[src/uflp_cfg.svh]
// Register map, field positions, reset values and timing counts of the serial unit.
`ifndef UFLP_CFG_SVH
`define UFLP_CFG_SVH

`define UFLP_OFS_CTRL1     8'h00
`define UFLP_OFS_CTRL2     8'h04
`define UFLP_OFS_STATUS    8'h08
`define UFLP_OFS_BAUD_DIV  8'h0c
`define UFLP_OFS_RX_BUF    8'h10
`define UFLP_OFS_TX_BUF    8'h14
`define UFLP_OFS_POWER     8'h18
`define UFLP_OFS_IRQ_STAT  8'h1c
`define UFLP_OFS_IRQ_MASK  8'h20

`define UFLP_CR1_TX_EN     7
`define UFLP_CR1_RX_EN     6
`define UFLP_CR1_STOP2     5
`define UFLP_CR1_EVEN      4
`define UFLP_CR1_PAR_ON    3
`define UFLP_CR1_IRDA      2
`define UFLP_CR1_BRG       1
`define UFLP_CR2_RT_LSB    3
`define UFLP_CR2_NOISE_LSB 1
`define UFLP_CR2_RX_STOP2  0

`define UFLP_SR_PARITY_ERROR_FLAG       7
`define UFLP_SR_FRAMING_ERROR_FLAG       6
`define UFLP_SR_OVERRUN_ERROR_FLAG       5
`define UFLP_SR_RBSY       3
`define UFLP_SR_RXFULL     2
`define UFLP_SR_TBSY       1
`define UFLP_SR_TXFULL     0

`define UFLP_IRQ_TX        0
`define UFLP_IRQ_RX        1
`define UFLP_IRQ_ERR       2

`define UFLP_CTRL1_RST     8'h00
`define UFLP_CTRL2_RST     8'h00
`define UFLP_DIV_RST       8'h00
`define UFLP_RT_BASE       5'h10
`define UFLP_RT_SEL_MAX    3'h4
`define UFLP_IRDA_PULSE    5'h03

`endif

[src/uflp_pkg.sv]
// Types shared by the serial unit modules.
package uflp_pkg;

  typedef enum logic [2:0] {
    FR_IDLE   = 3'b000,
    FR_START  = 3'b001,
    FR_DATA   = 3'b010,
    FR_PARITY = 3'b011,
    FR_STOP1  = 3'b100,
    FR_STOP2  = 3'b101
  } uflp_frame_t;

endpackage

[src/uflp_tick_if.sv]
// Bit-timing tick shared between the baud generator and the frame engines.
`timescale 1ns/10ps
interface uflp_tick_if;
  logic       rt_tick;
  logic [4:0] rt_len;

  modport gen (output rt_tick, output rt_len);
  modport use_side (input rt_tick, input rt_len);
endinterface

[src/uflp_baud_gen.sv]
// Baud generator: base clock select and divisor give the RT tick; the RT count select gives the RT length.
`timescale 1ns/10ps
`include "uflp_cfg.svh"
module uflp_baud_gen #(
  parameter int DIV_W = 8
) (
  input  wire logic             core_clk,
  input  wire logic             rst,
  input  wire logic             run,
  input  wire logic             base_sel,
  input  wire logic             ext_tick,
  input  wire logic [DIV_W-1:0] divisor,
  input  wire logic [2:0]       rt_sel,
  uflp_tick_if.gen              tick
);
  logic [DIV_W-1:0] div_cnt_ff;
  logic             rt_tick_ff;
  logic             base_tick;

  if (DIV_W < 1 || DIV_W > 16) begin : g_chk
    $error("DIV_W out of range");
  end

  assign base_tick = base_sel ? ext_tick : 1'b1;
  assign tick.rt_tick = rt_tick_ff;
  assign tick.rt_len = (rt_sel <= `UFLP_RT_SEL_MAX) ?
                       (`UFLP_RT_BASE - {2'b00, rt_sel}) : `UFLP_RT_BASE;

  always_ff @(posedge core_clk)
  begin
    if (rst || !run) begin
      div_cnt_ff <= '0;
      rt_tick_ff <= 1'b0;
    end else if (base_tick) begin
      rt_tick_ff <= (div_cnt_ff == divisor);
      div_cnt_ff <= (div_cnt_ff == divisor) ? '0 : div_cnt_ff + 1'b1;
    end else begin
      rt_tick_ff <= 1'b0;
    end
  end
endmodule // uflp_baud_gen

[src/uflp_tx.sv]
// Transmit frame engine with parity, stop length and infrared encoding.
`timescale 1ns/10ps
`include "uflp_cfg.svh"
module uflp_tx (
  input  wire logic       core_clk,
  input  wire logic       rst,
  input  wire logic       run,
  uflp_tick_if.use_side   tick,
  input  wire logic       parity_on,
  input  wire logic       even,
  input  wire logic       stop2,
  input  wire logic       irda,
  input  wire logic       load_valid,
  input  wire logic [7:0] load_data,
  output logic            load_taken,
  output logic            busy,
  output logic            line
);
  uflp_pkg::uflp_frame_t state_ff;
  logic [7:0]            shift_ff;
  logic [2:0]            bit_ff;
  logic [4:0]            rt_cnt_ff;
  logic                  par_ff;
  logic                  line_ff;
  logic                  level;
  logic                  bit_end;

  assign load_taken = run && (state_ff == uflp_pkg::FR_IDLE) && load_valid;
  assign busy = (state_ff != uflp_pkg::FR_IDLE);
  assign line = line_ff;
  assign bit_end = tick.rt_tick && (rt_cnt_ff == tick.rt_len - 5'h01);

  always_comb
  begin
    unique case (state_ff)
      uflp_pkg::FR_IDLE:   level = 1'b1;
      uflp_pkg::FR_START:  level = 1'b0;
      uflp_pkg::FR_DATA:   level = shift_ff[0];
      uflp_pkg::FR_PARITY: level = par_ff;
      uflp_pkg::FR_STOP1:  level = 1'b1;
      uflp_pkg::FR_STOP2:  level = 1'b1;
      default:             level = 1'b1;
    endcase
  end

  always_ff @(posedge core_clk)
  begin
    if (rst || !run) begin
      state_ff  <= uflp_pkg::FR_IDLE;
      shift_ff  <= 8'h00;
      bit_ff    <= 3'h0;
      rt_cnt_ff <= 5'h00;
      par_ff    <= 1'b0;
    end else if (load_taken) begin
      state_ff  <= uflp_pkg::FR_START;
      shift_ff  <= load_data;
      bit_ff    <= 3'h0;
      rt_cnt_ff <= 5'h00;
      par_ff    <= even ? ^load_data : ~^load_data;
    end else if (busy && tick.rt_tick) begin
      rt_cnt_ff <= bit_end ? 5'h00 : rt_cnt_ff + 5'h01;
      if (bit_end) begin
        unique case (state_ff)
          uflp_pkg::FR_START: state_ff <= uflp_pkg::FR_DATA;
          uflp_pkg::FR_DATA:
          begin
            shift_ff <= {1'b0, shift_ff[7:1]};
            bit_ff   <= bit_ff + 3'h1;
            if (bit_ff == 3'h7)
            begin
              state_ff <= parity_on ? uflp_pkg::FR_PARITY : uflp_pkg::FR_STOP1;
            end
          end
          uflp_pkg::FR_PARITY: state_ff <= uflp_pkg::FR_STOP1;
          uflp_pkg::FR_STOP1:  state_ff <= stop2 ? uflp_pkg::FR_STOP2 : uflp_pkg::FR_IDLE;
          uflp_pkg::FR_STOP2:  state_ff <= uflp_pkg::FR_IDLE;
          default:             state_ff <= uflp_pkg::FR_IDLE;
        endcase
      end
    end
  end

  // Infrared output: a short high pulse at the start of each low bit, idle low.
  always_ff @(posedge core_clk)
  begin
    if (rst) begin
      line_ff <= 1'b1;
    end else if (irda) begin
      line_ff <= busy && !level && (rt_cnt_ff < `UFLP_IRDA_PULSE);
    end else begin
      line_ff <= level;
    end
  end
endmodule // uflp_tx

[src/uflp_top.sv]
// Serial unit top: AHB-Lite registers, receiver, low-power handling and pin control.
//
// The register offsets and the AHB-Lite register port are this design's own decisions.
`timescale 1ns/10ps
`include "uflp_cfg.svh"
module uflp_top #(
  parameter int HADDR_W = 32
) (
  input  wire logic               core_clk,
  input  wire logic               rst,
  input  wire logic               hsel,
  input  wire logic [HADDR_W-1:0] haddr,
  input  wire logic [1:0]         htrans,
  input  wire logic               hwrite,
  input  wire logic [2:0]         hsize,
  input  wire logic [31:0]        hwdata,
  input  wire logic               hready,
  output logic                    hreadyout,
  output logic [31:0]             hrdata,
  output logic                    hresp,
  input  wire logic               stop_mode,
  input  wire logic               idle_lowpower_mode,
  input  wire logic               sleep_lowpower_mode,
  input  wire logic               sys_out_en,
  input  wire logic               brg_ext_tick,
  input  wire logic               serial_in_pin,
  output logic                    serial_out_pin,
  output logic                    serial_out_oe_n,
  output logic                    irq
);
  if (HADDR_W < 8) begin : g_chk
    $error("HADDR_W must be at least 8");
  end

  // ----------------------------------------------------------------
  // Register state
  // ----------------------------------------------------------------
  logic [7:0]  ctrl1_ff;
  logic [7:0]  ctrl2_ff;
  logic [7:0]  div_ff;
  logic        unit_clock_gate_ff;
  logic [2:0]  irq_stat_ff;
  logic [2:0]  irq_mask_ff;
  logic [7:0]  tx_buf_ff;
  logic        tx_full_flag_ff;
  logic [7:0]  rx_buf_ff;
  logic        rx_full_flag_ff;
  logic        parity_error_flag_ff;
  logic        framing_error_flag_ff;
  logic        overrun_error_flag_ff;
  logic        wr_pend_ff;
  logic [7:0]  wr_addr_ff;
  logic [31:0] hrdata_ff;
  logic        irq_ff;
  logic        pin_ff;
  logic        oe_n_ff;

  logic        lowpower;
  logic        addr_ok;
  logic        rd_en;
  logic [7:0]  rd_addr;
  logic [7:0]  wd;
  logic [7:0]  rd_mux;
  logic        rd_rxbuf;
  logic        tx_en;
  logic        rx_en;
  logic        tbsy;
  logic        rbsy;
  logic        tx_quiet;
  logic        rx_quiet;
  logic        all_quiet;
  logic        tx_taken;
  logic        tx_line;
  logic        overrun_evt;
  logic [2:0]  irq_evt;

  assign lowpower = stop_mode || idle_lowpower_mode || sleep_lowpower_mode;
  assign tx_en = ctrl1_ff[`UFLP_CR1_TX_EN];
  assign rx_en = ctrl1_ff[`UFLP_CR1_RX_EN];
  assign tx_quiet = !tx_en && !tbsy;
  assign rx_quiet = !rx_en && !rbsy;
  assign all_quiet = tx_quiet && rx_quiet;

  // ----------------------------------------------------------------
  // AHB-Lite slave: zero wait states, always OKAY
  // ----------------------------------------------------------------
  assign addr_ok = hsel && hready && htrans[1];
  assign rd_en = addr_ok && !hwrite;
  assign rd_addr = haddr[7:0];
  assign wd = hwdata[7:0];
  assign rd_rxbuf = rd_en && (rd_addr == `UFLP_OFS_RX_BUF);
  assign hreadyout = 1'b1;
  assign hresp = 1'b0;
  assign hrdata = hrdata_ff;

  always_ff @(posedge core_clk)
  begin
    if (rst) begin
      wr_pend_ff <= 1'b0;
      wr_addr_ff <= 8'h00;
    end else begin
      wr_pend_ff <= addr_ok && hwrite;
      wr_addr_ff <= haddr[7:0];
    end
  end

  always_comb
  begin
    unique case (rd_addr)
      `UFLP_OFS_CTRL1:    rd_mux = ctrl1_ff;
      `UFLP_OFS_CTRL2:    rd_mux = ctrl2_ff;
      `UFLP_OFS_STATUS:   rd_mux = {parity_error_flag_ff, framing_error_flag_ff,
                                    overrun_error_flag_ff, 1'b0, rbsy, rx_full_flag_ff,
                                    tbsy, tx_full_flag_ff};
      `UFLP_OFS_BAUD_DIV: rd_mux = div_ff;
      `UFLP_OFS_RX_BUF:   rd_mux = rx_buf_ff;
      `UFLP_OFS_POWER:    rd_mux = {7'h00, unit_clock_gate_ff};
      `UFLP_OFS_IRQ_STAT: rd_mux = {5'h00, irq_stat_ff};
      `UFLP_OFS_IRQ_MASK: rd_mux = {5'h00, irq_mask_ff};
      default:            rd_mux = 8'h00;
    endcase
  end

  always_ff @(posedge core_clk)
  begin
    if (rst) begin
      hrdata_ff <= 32'h0000_0000;
    end else if (rd_en) begin
      hrdata_ff <= {24'h00_0000, rd_mux};
    end
  end

  // ----------------------------------------------------------------
  // Control registers with write protection; low-power entry clears the CTRL1 enable bits
  // ----------------------------------------------------------------
  always_ff @(posedge core_clk)
  begin
    if (rst) begin
      ctrl1_ff <= `UFLP_CTRL1_RST;
    end else begin
      if (wr_pend_ff && wr_addr_ff == `UFLP_OFS_CTRL1 && unit_clock_gate_ff) begin
        ctrl1_ff[`UFLP_CR1_TX_EN] <= wd[`UFLP_CR1_TX_EN];
        ctrl1_ff[`UFLP_CR1_RX_EN] <= wd[`UFLP_CR1_RX_EN];
        if (tx_quiet) begin
          ctrl1_ff[`UFLP_CR1_STOP2] <= wd[`UFLP_CR1_STOP2];
          ctrl1_ff[`UFLP_CR1_IRDA]  <= wd[`UFLP_CR1_IRDA];
        end
        if (all_quiet) begin
          ctrl1_ff[`UFLP_CR1_EVEN]   <= wd[`UFLP_CR1_EVEN];
          ctrl1_ff[`UFLP_CR1_PAR_ON] <= wd[`UFLP_CR1_PAR_ON];
          ctrl1_ff[`UFLP_CR1_BRG]    <= wd[`UFLP_CR1_BRG];
        end
      end
      if (lowpower) begin
        ctrl1_ff[`UFLP_CR1_TX_EN] <= 1'b0;
        ctrl1_ff[`UFLP_CR1_RX_EN] <= 1'b0;
      end
    end
  end

  always_ff @(posedge core_clk)
  begin
    if (rst) begin
      ctrl2_ff <= `UFLP_CTRL2_RST;
    end else if (wr_pend_ff && wr_addr_ff == `UFLP_OFS_CTRL2 && unit_clock_gate_ff) begin
      if (all_quiet) begin
        ctrl2_ff[`UFLP_CR2_RT_LSB +: 3] <= wd[`UFLP_CR2_RT_LSB +: 3];
      end
      if (rx_quiet) begin
        ctrl2_ff[`UFLP_CR2_NOISE_LSB +: 2] <= wd[`UFLP_CR2_NOISE_LSB +: 2];
        ctrl2_ff[`UFLP_CR2_RX_STOP2]       <= wd[`UFLP_CR2_RX_STOP2];
      end
    end
  end

  // The divisor is left untouched by low-power entry.
  always_ff @(posedge core_clk)
  begin
    if (rst) begin
      div_ff <= `UFLP_DIV_RST;
    end else if (wr_pend_ff && wr_addr_ff == `UFLP_OFS_BAUD_DIV && unit_clock_gate_ff) begin
      div_ff <= wd;
    end
  end

  always_ff @(posedge core_clk)
  begin
    if (rst) begin
      unit_clock_gate_ff <= 1'b0;
      irq_mask_ff        <= 3'h0;
    end else begin
      if (wr_pend_ff && wr_addr_ff == `UFLP_OFS_POWER) begin
        unit_clock_gate_ff <= wd[0];
      end
      if (wr_pend_ff && wr_addr_ff == `UFLP_OFS_IRQ_MASK) begin
        irq_mask_ff <= wd[2:0];
      end
    end
  end

  // ----------------------------------------------------------------
  // Baud generator and transmitter
  // ----------------------------------------------------------------
  uflp_tick_if tick_bus ();

  uflp_baud_gen #(
    .DIV_W (8)
  ) u_baud (
    .core_clk (core_clk),
    .rst      (rst),
    .run      (unit_clock_gate_ff && !lowpower),
    .base_sel (ctrl1_ff[`UFLP_CR1_BRG]),
    .ext_tick (brg_ext_tick),
    .divisor  (div_ff),
    .rt_sel   (ctrl2_ff[`UFLP_CR2_RT_LSB +: 3]),
    .tick     (tick_bus.gen)
  );

  uflp_tx u_tx (
    .core_clk   (core_clk),
    .rst        (rst),
    .run        (unit_clock_gate_ff && !lowpower && tx_en),
    .tick       (tick_bus.use_side),
    .parity_on  (ctrl1_ff[`UFLP_CR1_PAR_ON]),
    .even       (ctrl1_ff[`UFLP_CR1_EVEN]),
    .stop2      (ctrl1_ff[`UFLP_CR1_STOP2]),
    .irda       (ctrl1_ff[`UFLP_CR1_IRDA]),
    .load_valid (tx_full_flag_ff),
    .load_data  (tx_buf_ff),
    .load_taken (tx_taken),
    .busy       (tbsy),
    .line       (tx_line)
  );

  always_ff @(posedge core_clk)
  begin
    if (rst || lowpower) begin
      tx_full_flag_ff <= 1'b0;
      tx_buf_ff       <= 8'h00;
    end else begin
      if (tx_taken) begin
        tx_full_flag_ff <= 1'b0;
      end
      if (wr_pend_ff && wr_addr_ff == `UFLP_OFS_TX_BUF && unit_clock_gate_ff && tx_en) begin
        tx_buf_ff       <= wd;
        tx_full_flag_ff <= 1'b1;
      end
    end
  end

  // ----------------------------------------------------------------
  // Receiver
  // ----------------------------------------------------------------
  logic                  rx_meta_ff;
  logic                  rx_sync_ff;
  logic                  rx_prev_ff;
  uflp_pkg::uflp_frame_t rx_state_ff;
  logic [4:0]            rx_cnt_ff;
  logic [2:0]            rx_bit_ff;
  logic [7:0]            rx_shift_ff;
  logic                  rx_parity_error_flag_ff;
  logic                  rx_framing_error_flag_ff;
  logic                  rx_done_ff;
  logic                  rx_run;
  logic [4:0]            rx_target;
  logic                  rx_sample;

  assign rx_run = unit_clock_gate_ff && !lowpower && rx_en;
  assign rbsy = (rx_state_ff != uflp_pkg::FR_IDLE);
  assign rx_target = (rx_state_ff == uflp_pkg::FR_START) ?
                     {1'b0, tick_bus.rt_len[4:1]} : tick_bus.rt_len - 5'h01;
  assign rx_sample = tick_bus.rt_tick && (rx_cnt_ff == rx_target);

  always_ff @(posedge core_clk)
  begin
    if (rst) begin
      rx_meta_ff <= 1'b1;
      rx_sync_ff <= 1'b1;
      rx_prev_ff <= 1'b1;
    end else begin
      rx_meta_ff <= serial_in_pin;
      rx_sync_ff <= rx_meta_ff;
      rx_prev_ff <= rx_sync_ff;
    end
  end

  always_ff @(posedge core_clk)
  begin
    if (rst || !rx_run) begin
      rx_state_ff <= uflp_pkg::FR_IDLE;
      rx_cnt_ff   <= 5'h00;
      rx_bit_ff   <= 3'h0;
      rx_shift_ff <= 8'h00;
      rx_parity_error_flag_ff  <= 1'b0;
      rx_framing_error_flag_ff  <= 1'b0;
      rx_done_ff  <= 1'b0;
    end else begin
      rx_done_ff <= 1'b0;
      if (!rbsy) begin
        rx_cnt_ff <= 5'h00;
        if (rx_prev_ff && !rx_sync_ff) begin
          rx_state_ff <= uflp_pkg::FR_START;
          rx_parity_error_flag_ff  <= 1'b0;
          rx_framing_error_flag_ff  <= 1'b0;
          rx_bit_ff   <= 3'h0;
        end
      end else if (rx_sample) begin
        rx_cnt_ff <= 5'h00;
        unique case (rx_state_ff)
          uflp_pkg::FR_START:
            rx_state_ff <= rx_sync_ff ? uflp_pkg::FR_IDLE : uflp_pkg::FR_DATA;
          uflp_pkg::FR_DATA:
          begin
            rx_shift_ff <= {rx_sync_ff, rx_shift_ff[7:1]};
            rx_bit_ff   <= rx_bit_ff + 3'h1;
            if (rx_bit_ff == 3'h7)
            begin
              rx_state_ff <= ctrl1_ff[`UFLP_CR1_PAR_ON] ? uflp_pkg::FR_PARITY
                                                        : uflp_pkg::FR_STOP1;
            end
          end
          uflp_pkg::FR_PARITY:
          begin
            rx_parity_error_flag_ff  <= rx_sync_ff != (ctrl1_ff[`UFLP_CR1_EVEN] ? ^rx_shift_ff
                                                                   : ~^rx_shift_ff);
            rx_state_ff <= uflp_pkg::FR_STOP1;
          end
          uflp_pkg::FR_STOP1:
          begin
            rx_framing_error_flag_ff <= !rx_sync_ff;
            if (ctrl2_ff[`UFLP_CR2_RX_STOP2]) begin
              rx_state_ff <= uflp_pkg::FR_STOP2;
            end else begin
              rx_state_ff <= uflp_pkg::FR_IDLE;
              rx_done_ff  <= 1'b1;
            end
          end
          uflp_pkg::FR_STOP2:
          begin
            rx_framing_error_flag_ff  <= rx_framing_error_flag_ff || !rx_sync_ff;
            rx_state_ff <= uflp_pkg::FR_IDLE;
            rx_done_ff  <= 1'b1;
          end
          default: rx_state_ff <= uflp_pkg::FR_IDLE;
        endcase
      end else if (tick_bus.rt_tick) begin
        rx_cnt_ff <= rx_cnt_ff + 5'h01;
      end
    end
  end

  // Reading the receive buffer clears its flags; a new frame in that same cycle wins.
  assign overrun_evt = rx_done_ff && rx_full_flag_ff && !rd_rxbuf;

  always_ff @(posedge core_clk)
  begin
    if (rst || lowpower) begin
      rx_buf_ff             <= 8'h00;
      rx_full_flag_ff       <= 1'b0;
      parity_error_flag_ff  <= 1'b0;
      framing_error_flag_ff <= 1'b0;
      overrun_error_flag_ff <= 1'b0;
    end else begin
      if (rd_rxbuf) begin
        rx_full_flag_ff       <= 1'b0;
        parity_error_flag_ff  <= 1'b0;
        framing_error_flag_ff <= 1'b0;
        overrun_error_flag_ff <= 1'b0;
      end
      if (overrun_evt) begin
        overrun_error_flag_ff <= 1'b1;
      end else if (rx_done_ff) begin
        rx_buf_ff             <= rx_shift_ff;
        rx_full_flag_ff       <= 1'b1;
        parity_error_flag_ff  <= rx_parity_error_flag_ff;
        framing_error_flag_ff <= rx_framing_error_flag_ff;
      end
    end
  end

  // ----------------------------------------------------------------
  // Interrupt status, mask and output
  // ----------------------------------------------------------------
  assign irq_evt = {rx_done_ff && (rx_parity_error_flag_ff || rx_framing_error_flag_ff || overrun_evt),
                    rx_done_ff, tx_taken};

  always_ff @(posedge core_clk)
  begin
    if (rst) begin
      irq_stat_ff <= 3'h0;
      irq_ff      <= 1'b0;
    end else begin
      irq_stat_ff <= (irq_stat_ff & ~((wr_pend_ff && wr_addr_ff == `UFLP_OFS_IRQ_STAT) ?
                                      wd[2:0] : 3'h0)) | irq_evt;
      irq_ff      <= |(irq_stat_ff & irq_mask_ff);
    end
  end

  assign irq = irq_ff;

  // ----------------------------------------------------------------
  // Transmit pin control
  // ----------------------------------------------------------------
  always_ff @(posedge core_clk)
  begin
    if (rst) begin
      pin_ff  <= 1'b1;
      oe_n_ff <= 1'b0;
    end else if (stop_mode) begin
      pin_ff  <= sys_out_en && !ctrl1_ff[`UFLP_CR1_IRDA];
      oe_n_ff <= !sys_out_en;
    end else if (idle_lowpower_mode || sleep_lowpower_mode || !unit_clock_gate_ff) begin
      pin_ff  <= !ctrl1_ff[`UFLP_CR1_IRDA];
      oe_n_ff <= 1'b0;
    end else begin
      pin_ff  <= tx_line;
      oe_n_ff <= 1'b0;
    end
  end

  assign serial_out_pin = pin_ff;
  assign serial_out_oe_n = oe_n_ff;

endmodule // uflp_top

[config.mk]
export PLATFORM = sky130hd
export DESIGN_NAME = uflp_top
export DESIGN_NICKNAME = d
export VERILOG_FILES = /design/src/uflp_pkg.sv /design/src/uflp_tick_if.sv /design/src/uflp_baud_gen.sv /design/src/uflp_tx.sv /design/src/uflp_top.sv
export VERILOG_INCLUDE_DIRS = /design/src
export SDC_FILE = /design/constraint.sdc
export NUM_CORES = 1
export LEC_CHECK = 0
export ABC_AREA = 0
export BUFFER_PORTS_ARGS = -buffer_cell sky130_fd_sc_hd__buf_4
export CORE_MARGIN = 2
export CORE_UTILIZATION = 45
export DETAILED_ROUTE_END_ITERATION = 10
export PLACE_DENSITY = 0.75
export SKIP_LAST_GASP = 1
export SYNTH_ARGS = -nofsm -noshare
export SYNTH_HDL_FRONTEND = slang
export SYNTH_SLANG_ARGS = --single-unit
[constraint.sdc]
create_clock -name core_clk -period 7.8 [get_ports core_clk]
set_clock_uncertainty 0.1 [all_clocks]
set_input_delay 1.56 -clock core_clk [delete_from_list [all_inputs] [get_ports core_clk]]
set_output_delay 1.56 -clock core_clk [all_outputs]
set_load 0.02 [all_outputs]
## Yosys cells after proc, flatten, opt, wreduce, memory -nomap -nowiden

Index checks and enable logic that the tools add are counted.

- Bits in registers: 124
- Latch bits: 0
- RAM bits: 0
- Memory bits (read-only): 0
- Input bits: 80
- Word-level logic and storage cells: 248
- Memories kept: 0

- Add/subtract/negate cells: 7
- Multipliers: 0
- Div/mod/pow operators: 0
- Order comparisons: 2
- Eq/ne operators: 35
- Shifts and indexed selects: 0
- Muxes and demuxes: 57
- Bitwise gates (word level): 9
- Reduce and logical (&&, ||, !) cells: 97

Operators with widths:

| kind | number |
|---|---|
| 8-bit one-hot mux with 8 select lines | 1 |
| 8-bit by 5-bit == test with 1-bit output (second input constant) | 6 |
| 8-bit two-way mux | 5 |
| 3-bit two-way mux | 13 |
| 1-bit logical AND | 35 |
| 1-bit two-way mux | 29 |
| 3-bit AND reduction | 9 |
| 8-bit by 4-bit == test with 1-bit output (second input constant) | 3 |
| 3-bit one-hot mux with 4 select lines | 2 |
| 8-bit by 3-bit == test with 1-bit output (second input constant) | 2 |
| 8-bit by 6-bit == test with 1-bit output (second input constant) | 2 |
| 8-bit logical NOT | 2 |
| 8-bit XNOR reduction | 2 |
| 8-bit XOR reduction | 2 |
| 3-bit == test (second input constant) | 5 |
| 1-bit logical NOT | 15 |
| 5-bit two-way mux | 3 |
| 3-bit by 2-bit == test with 1-bit output (second input constant) | 4 |
| 2-bit nonzero test | 6 |
| 1-bit logical OR | 11 |
| 5-bit by 1-bit adder with 5-bit output (second input constant) | 2 |
| 5-bit == test | 2 |
| 2-bit AND reduction | 5 |
| 3-bit OR reduction | 3 |
| 23 further kinds | 38 |

## Logic depth before layout (Yosys ltp)

- Word-level depth: 9
- Mapped depth: 15
- Gate-level depth less buffers: 13

## Modules after synthesis

A second synthesis with hierarchy kept.

- Cell total of the unflattened synthesis: 737
- Area total of the unflattened synthesis: 6453.7 um2

Modules (own cells, without submodules):

| module | times used | cells each | area each (um2) | seq. area each (um2) |
|---|---|---|---|---|
| uflp_top | 1 | 513 | 4509.3 | 1881.8 |
| uflp_tx | 1 | 158 | 1352.5 | 420.4 |
| uflp_baud_gen | 1 | 66 | 591.8 | 180.2 |

## Worst setup path before layout

OpenSTA, ideal clock, no wires.

- Path type: input-to-reg
- Start point: input port haddr[2]
- End point: register rx_buf_ff[7]
- Setup time: 0.070 ns
- Data arrival time: 3.202 ns
- Setup slack: 4.428 ns
- Stages: 10
- Buffers on the path: 3
- Cells stage by stage: clkbuf_1 nor4_1 and3_1 buf_2 nand2_1 nand2_1 and2_1 buf_2 nand2_1 a21oi_1

- Cells in the longest elaborated chain, start to end: 6

RTL lines:

| item | RTL line | source |
|---|---|---|
| start: declaration | uflp_top.sv:12 | `input wire logic [HADDR_W-1:0] haddr,` |
| 8-bit by 5-bit == test with 1-bit output | n/a |  |
| 1-bit logical AND | uflp_top.sv:91 | `` assign rd_rxbuf = rd_en && (rd_addr == `UFLP_OFS_RX_BUF); `` |
| 1-bit logical NOT | uflp_top.sv:353 | `assign overrun_evt = rx_done_ff && rx_full_flag_ff && !rd_rxbuf;` |
| 1-bit logical AND | uflp_top.sv:353 |  |
| 1-bit NOT (no source line) | n/a |  |
| 2-bit AND reduction (no source line) | n/a |  |
| end signal: assignment | uflp_top.sv:373 | `rx_buf_ff <= rx_shift_ff;` |
| end: declaration | uflp_top.sv:46 | `logic [7:0] rx_buf_ff;` |

No other way between the ends.
A chain may end at the register's enable or synchronous reset.

## Final worst setup path

- Start point: input port haddr[2]
- End point: register rx_buf_ff[4]

Same word-level chain as after synthesis.

==> impl_results.md <==
* Endpoint type of the worst setup path: register
* Nets@finish at 827
* Clock root buffer master: clkbuf_16
* Layout cells sized above 1 at 0.120
* Final GP Congestion at 0.876
* Worst r2r dst: u_tx.shift_ff[5]
* Vias per cell at ~5.5
* Setup crit end: rx_buf_ff[4]
* Hold Buf Count CTS at 0
* Port bufs at 38
* Fillcell total at 1285
* WP data arrival at 3.83 ns
* Most used flip-flop cell after synthesis: dfxtp_1
* Initial drt markers at 316
* Initial antenna violation count at 0
* Setup TNS at 0 ns
* Syn Std Cell Area at between 6000 and 7000 um^2
* Post-Syn Instances at 717
* Flop2flop setup slack at approximately 4.5 ns
* Crit path launch: haddr[2]
* CTS max path bufs at 2
* GRT overflow at 0
* WL per Instance at 15.8 um
* Slew margin rel. at 0.413
* Leakage at 2.92 nW
* Reg2Reg Depth at 13
* Final setup vio count at 0
* Die area at 14900 um^2
* CP startpoint kind: primary input
* Row count at 43
* Post-CTS resize count at 0
* Worst vdd ir at 0.150 mV
* Max Cap Violations at 0
* Worst Tran Pin Value at 0.872 ns
* Area Overhead vs Synth at 13.6%
* Synth Area per Inst at 8.77 um^2
* N_diodes at 0
* CTS tree: built
* Min Tclk post-route at 3.59 ns
* Max Freq at 279 MHz
* Clock slew at reported path FFs at ~0.060 ns
* Synth cell types at about 70
* TritonCTS buffer count at 17
* RSZ-0062 raised after global routing: no
* Antenna-violating nets left at 0
* # DRC at 0
* Largest net degree at the start of global routing at 50
* Post-synth EDFFs at 0
* DIE WIDTH at approximately 120 um
* Worst Hold Class: register to register
* Yosys warns at 0
* Sequential area share after synthesis at 0.395
* DRT Pass-1 Iters at 7
* Max-slew violations at 0
* Die Height at 122 um
* #FFs+latches synth at 124
* CP Max Fanout at 18
* CP Class: primary input to register
* Power per standard cell area at about 210 nW/um^2
* Post-CTS Repair Setup Buffers at 0
* Outcome: finished, final reports clean
* R2r startpoint: ctrl2_ff[3]
* Asr flop ratio synth at 0
* Core ar. at 13800 um^2
* Hold path start: rx_meta_ff
* Gr usage total at 0.204
* Fin Hold WS at 0.309 ns
* Detailed placer's ending HPWL at 10200 um
* Number of global-route vias before repair at 4589
* Clock Latency Late Sink at between 0.4 and 0.5 ns
* Final Hold Viols at 0
* Number of I/O pins at 117
* H-tree lvl count at 4
* TritonCTS Sinks at 124
* First-pass GRT wire length at 23700 um
* Data required, critical path at 8.04 ns
* Fin crit share at 0.460
* Via Count at 5124
* Starting Density at 0.456
* Wirelength, routed at about 15000 um
==> area by class of cell <==
type	instances	area (um^2)	share of cell area
Clock buffer	19	443	0.0620
Clock inverter	13	178	0.0249
Inverter	14	52.6	0.00736
Multi-Input combinational cell	539	3460	0.484
Sequential cell	124	2480	0.348
Tap cell	180	225	0.0315
Timing Repair Buffer	40	300	0.0421
==> worst min-delay path by stage <==
| stage | endpoint | slack, ns | cells past startpoint |
|---|---|---|---|
| 2_1_floorplan | rx_sync_ff | 0.29 | 1 |
| 3_3_place_gp | rx_sync_ff | 0.29 | 1 |
| 3_5_place_dp | rx_sync_ff | 0.30 | 1 |
| 4_1_cts | rx_sync_ff | 0.31 | 1 |
| 5_1_grt | rx_sync_ff | 0.33 | 1 |
| 6_report | rx_sync_ff | 0.31 | 1 |
==> worst max-delay path: stages <==
cell and delay [ns]:
buf_4 0.19, nor4_1 0.75, and3_1 0.43, nand2_1 0.16, nand2_1 0.12, and2_1 0.34, nand2_1 0.13, a21oi_1 0.14
==> flip-flops by register name, indices dropped and copies added, names as in the netlist, 6 cells and up <==
name	count
wr_addr_ff	8
u_tx.shift_ff	8
rx_buf_ff	8
ctrl2_ff	6
tx_buf_ff	8
hrdata	8
u_baud.div_cnt_ff	8
div_ff	8
ctrl1_ff	7
rx_shift_ff	8
==> layout by cell type (no fill, tap or decap), types with 5 or more instances in the layout <==
master / netlist / layout
nand3_1: 20 / 20
nor2b_1: 11 / 11
a211oi_1: 14 / 14
xnor2_1: 27 / 27
nor2_1: 90 / 90
ha_1: 11 / 11
xor2_1: 23 / 23
o21ai_0: 14 / 14
clkbuf_16: 0 / 17
mux2i_1: 63 / 63
nand2_1: 71 / 71
a21oi_1: 38 / 38
nor4_1: 13 / 13
o211ai_1: 5 / 5
inv_1: 14 / 14
nor3_1: 7 / 7
nand4_1: 13 / 13
inv_6: 0 / 6
buf_4: 26 / 40
and3_1: 10 / 10
dfxtp_1: 124 / 124
conb_1: 2 / 26
==> layer usage <==
layer  global-route usage  share of wire  up-vias
met3               0.0552          0.061       29
met1                0.282           0.46     2406
met4               0.0682          0.019        0
met5                    0              0        -
met2                0.307           0.46      184
li1                     -              -     2505
==> through the flow <==
step	util	worst slack (ns)	area, um^2	total power [mW]	cells
floorplan	-	4.43	6380	0.695	741
global placement	0.473	3.93	6520	0.708	897
detailed placement	0.473	3.85	6520	0.708	897
CTS	0.518	4.26	7140	1.54	929
global route	0.518	4.05	7140	1.57	929
finish	0.518	4.21	7140	1.53	929
==> power breakdown <==
| part | internal [mW] | switching (mW) | total (mW) | leakage, nW |
|---|---|---|---|---|
| sequential | 0.638 | 0.00273 | 0.640 | 1.00 |
| combinational | 0.0183 | 0.0366 | 0.0549 | 1.62 |
| clock | 0.519 | 0.313 | 0.832 | 0.298 |
| total | 1.17 | 0.353 | 1.53 | 2.92 |
==> cells by family after synthesis <==
group	synth area share
and+or+nand+nor	0.219
DFF	0.395
AOI/OAI and AO/OA	0.112
buffers and inverters	0.0691
muxes	0.106
xor gates and xnor gates	0.0758
adders and majority gates	0.0219
other	0.00119
==> cells in the mapped netlist, types with 5 or more instances <==
cell / number / area [um^2]
nand3_1: 20 / 100
nand4_1: 13 / 81.3
ha_1: 11 / 138
nand2_1: 71 / 267
o211ai_1: 5 / 37.5
buf_4: 26 / 195
o21ai_0: 14 / 70.1
nor2b_1: 11 / 68.8
xor2_1: 23 / 201
xnor2_1: 27 / 236
nor3_1: 7 / 35.0
and3_1: 10 / 62.6
clkbuf_1: 29 / 109
a211oi_1: 14 / 105
a21oi_1: 38 / 190
nor2_1: 90 / 338
mux2i_1: 63 / 631
nor4_1: 13 / 81.3
dfxtp_1: 124 / 2480
inv_1: 14 / 52.6
Note: power is estimated with default switching activity, not from simulation.
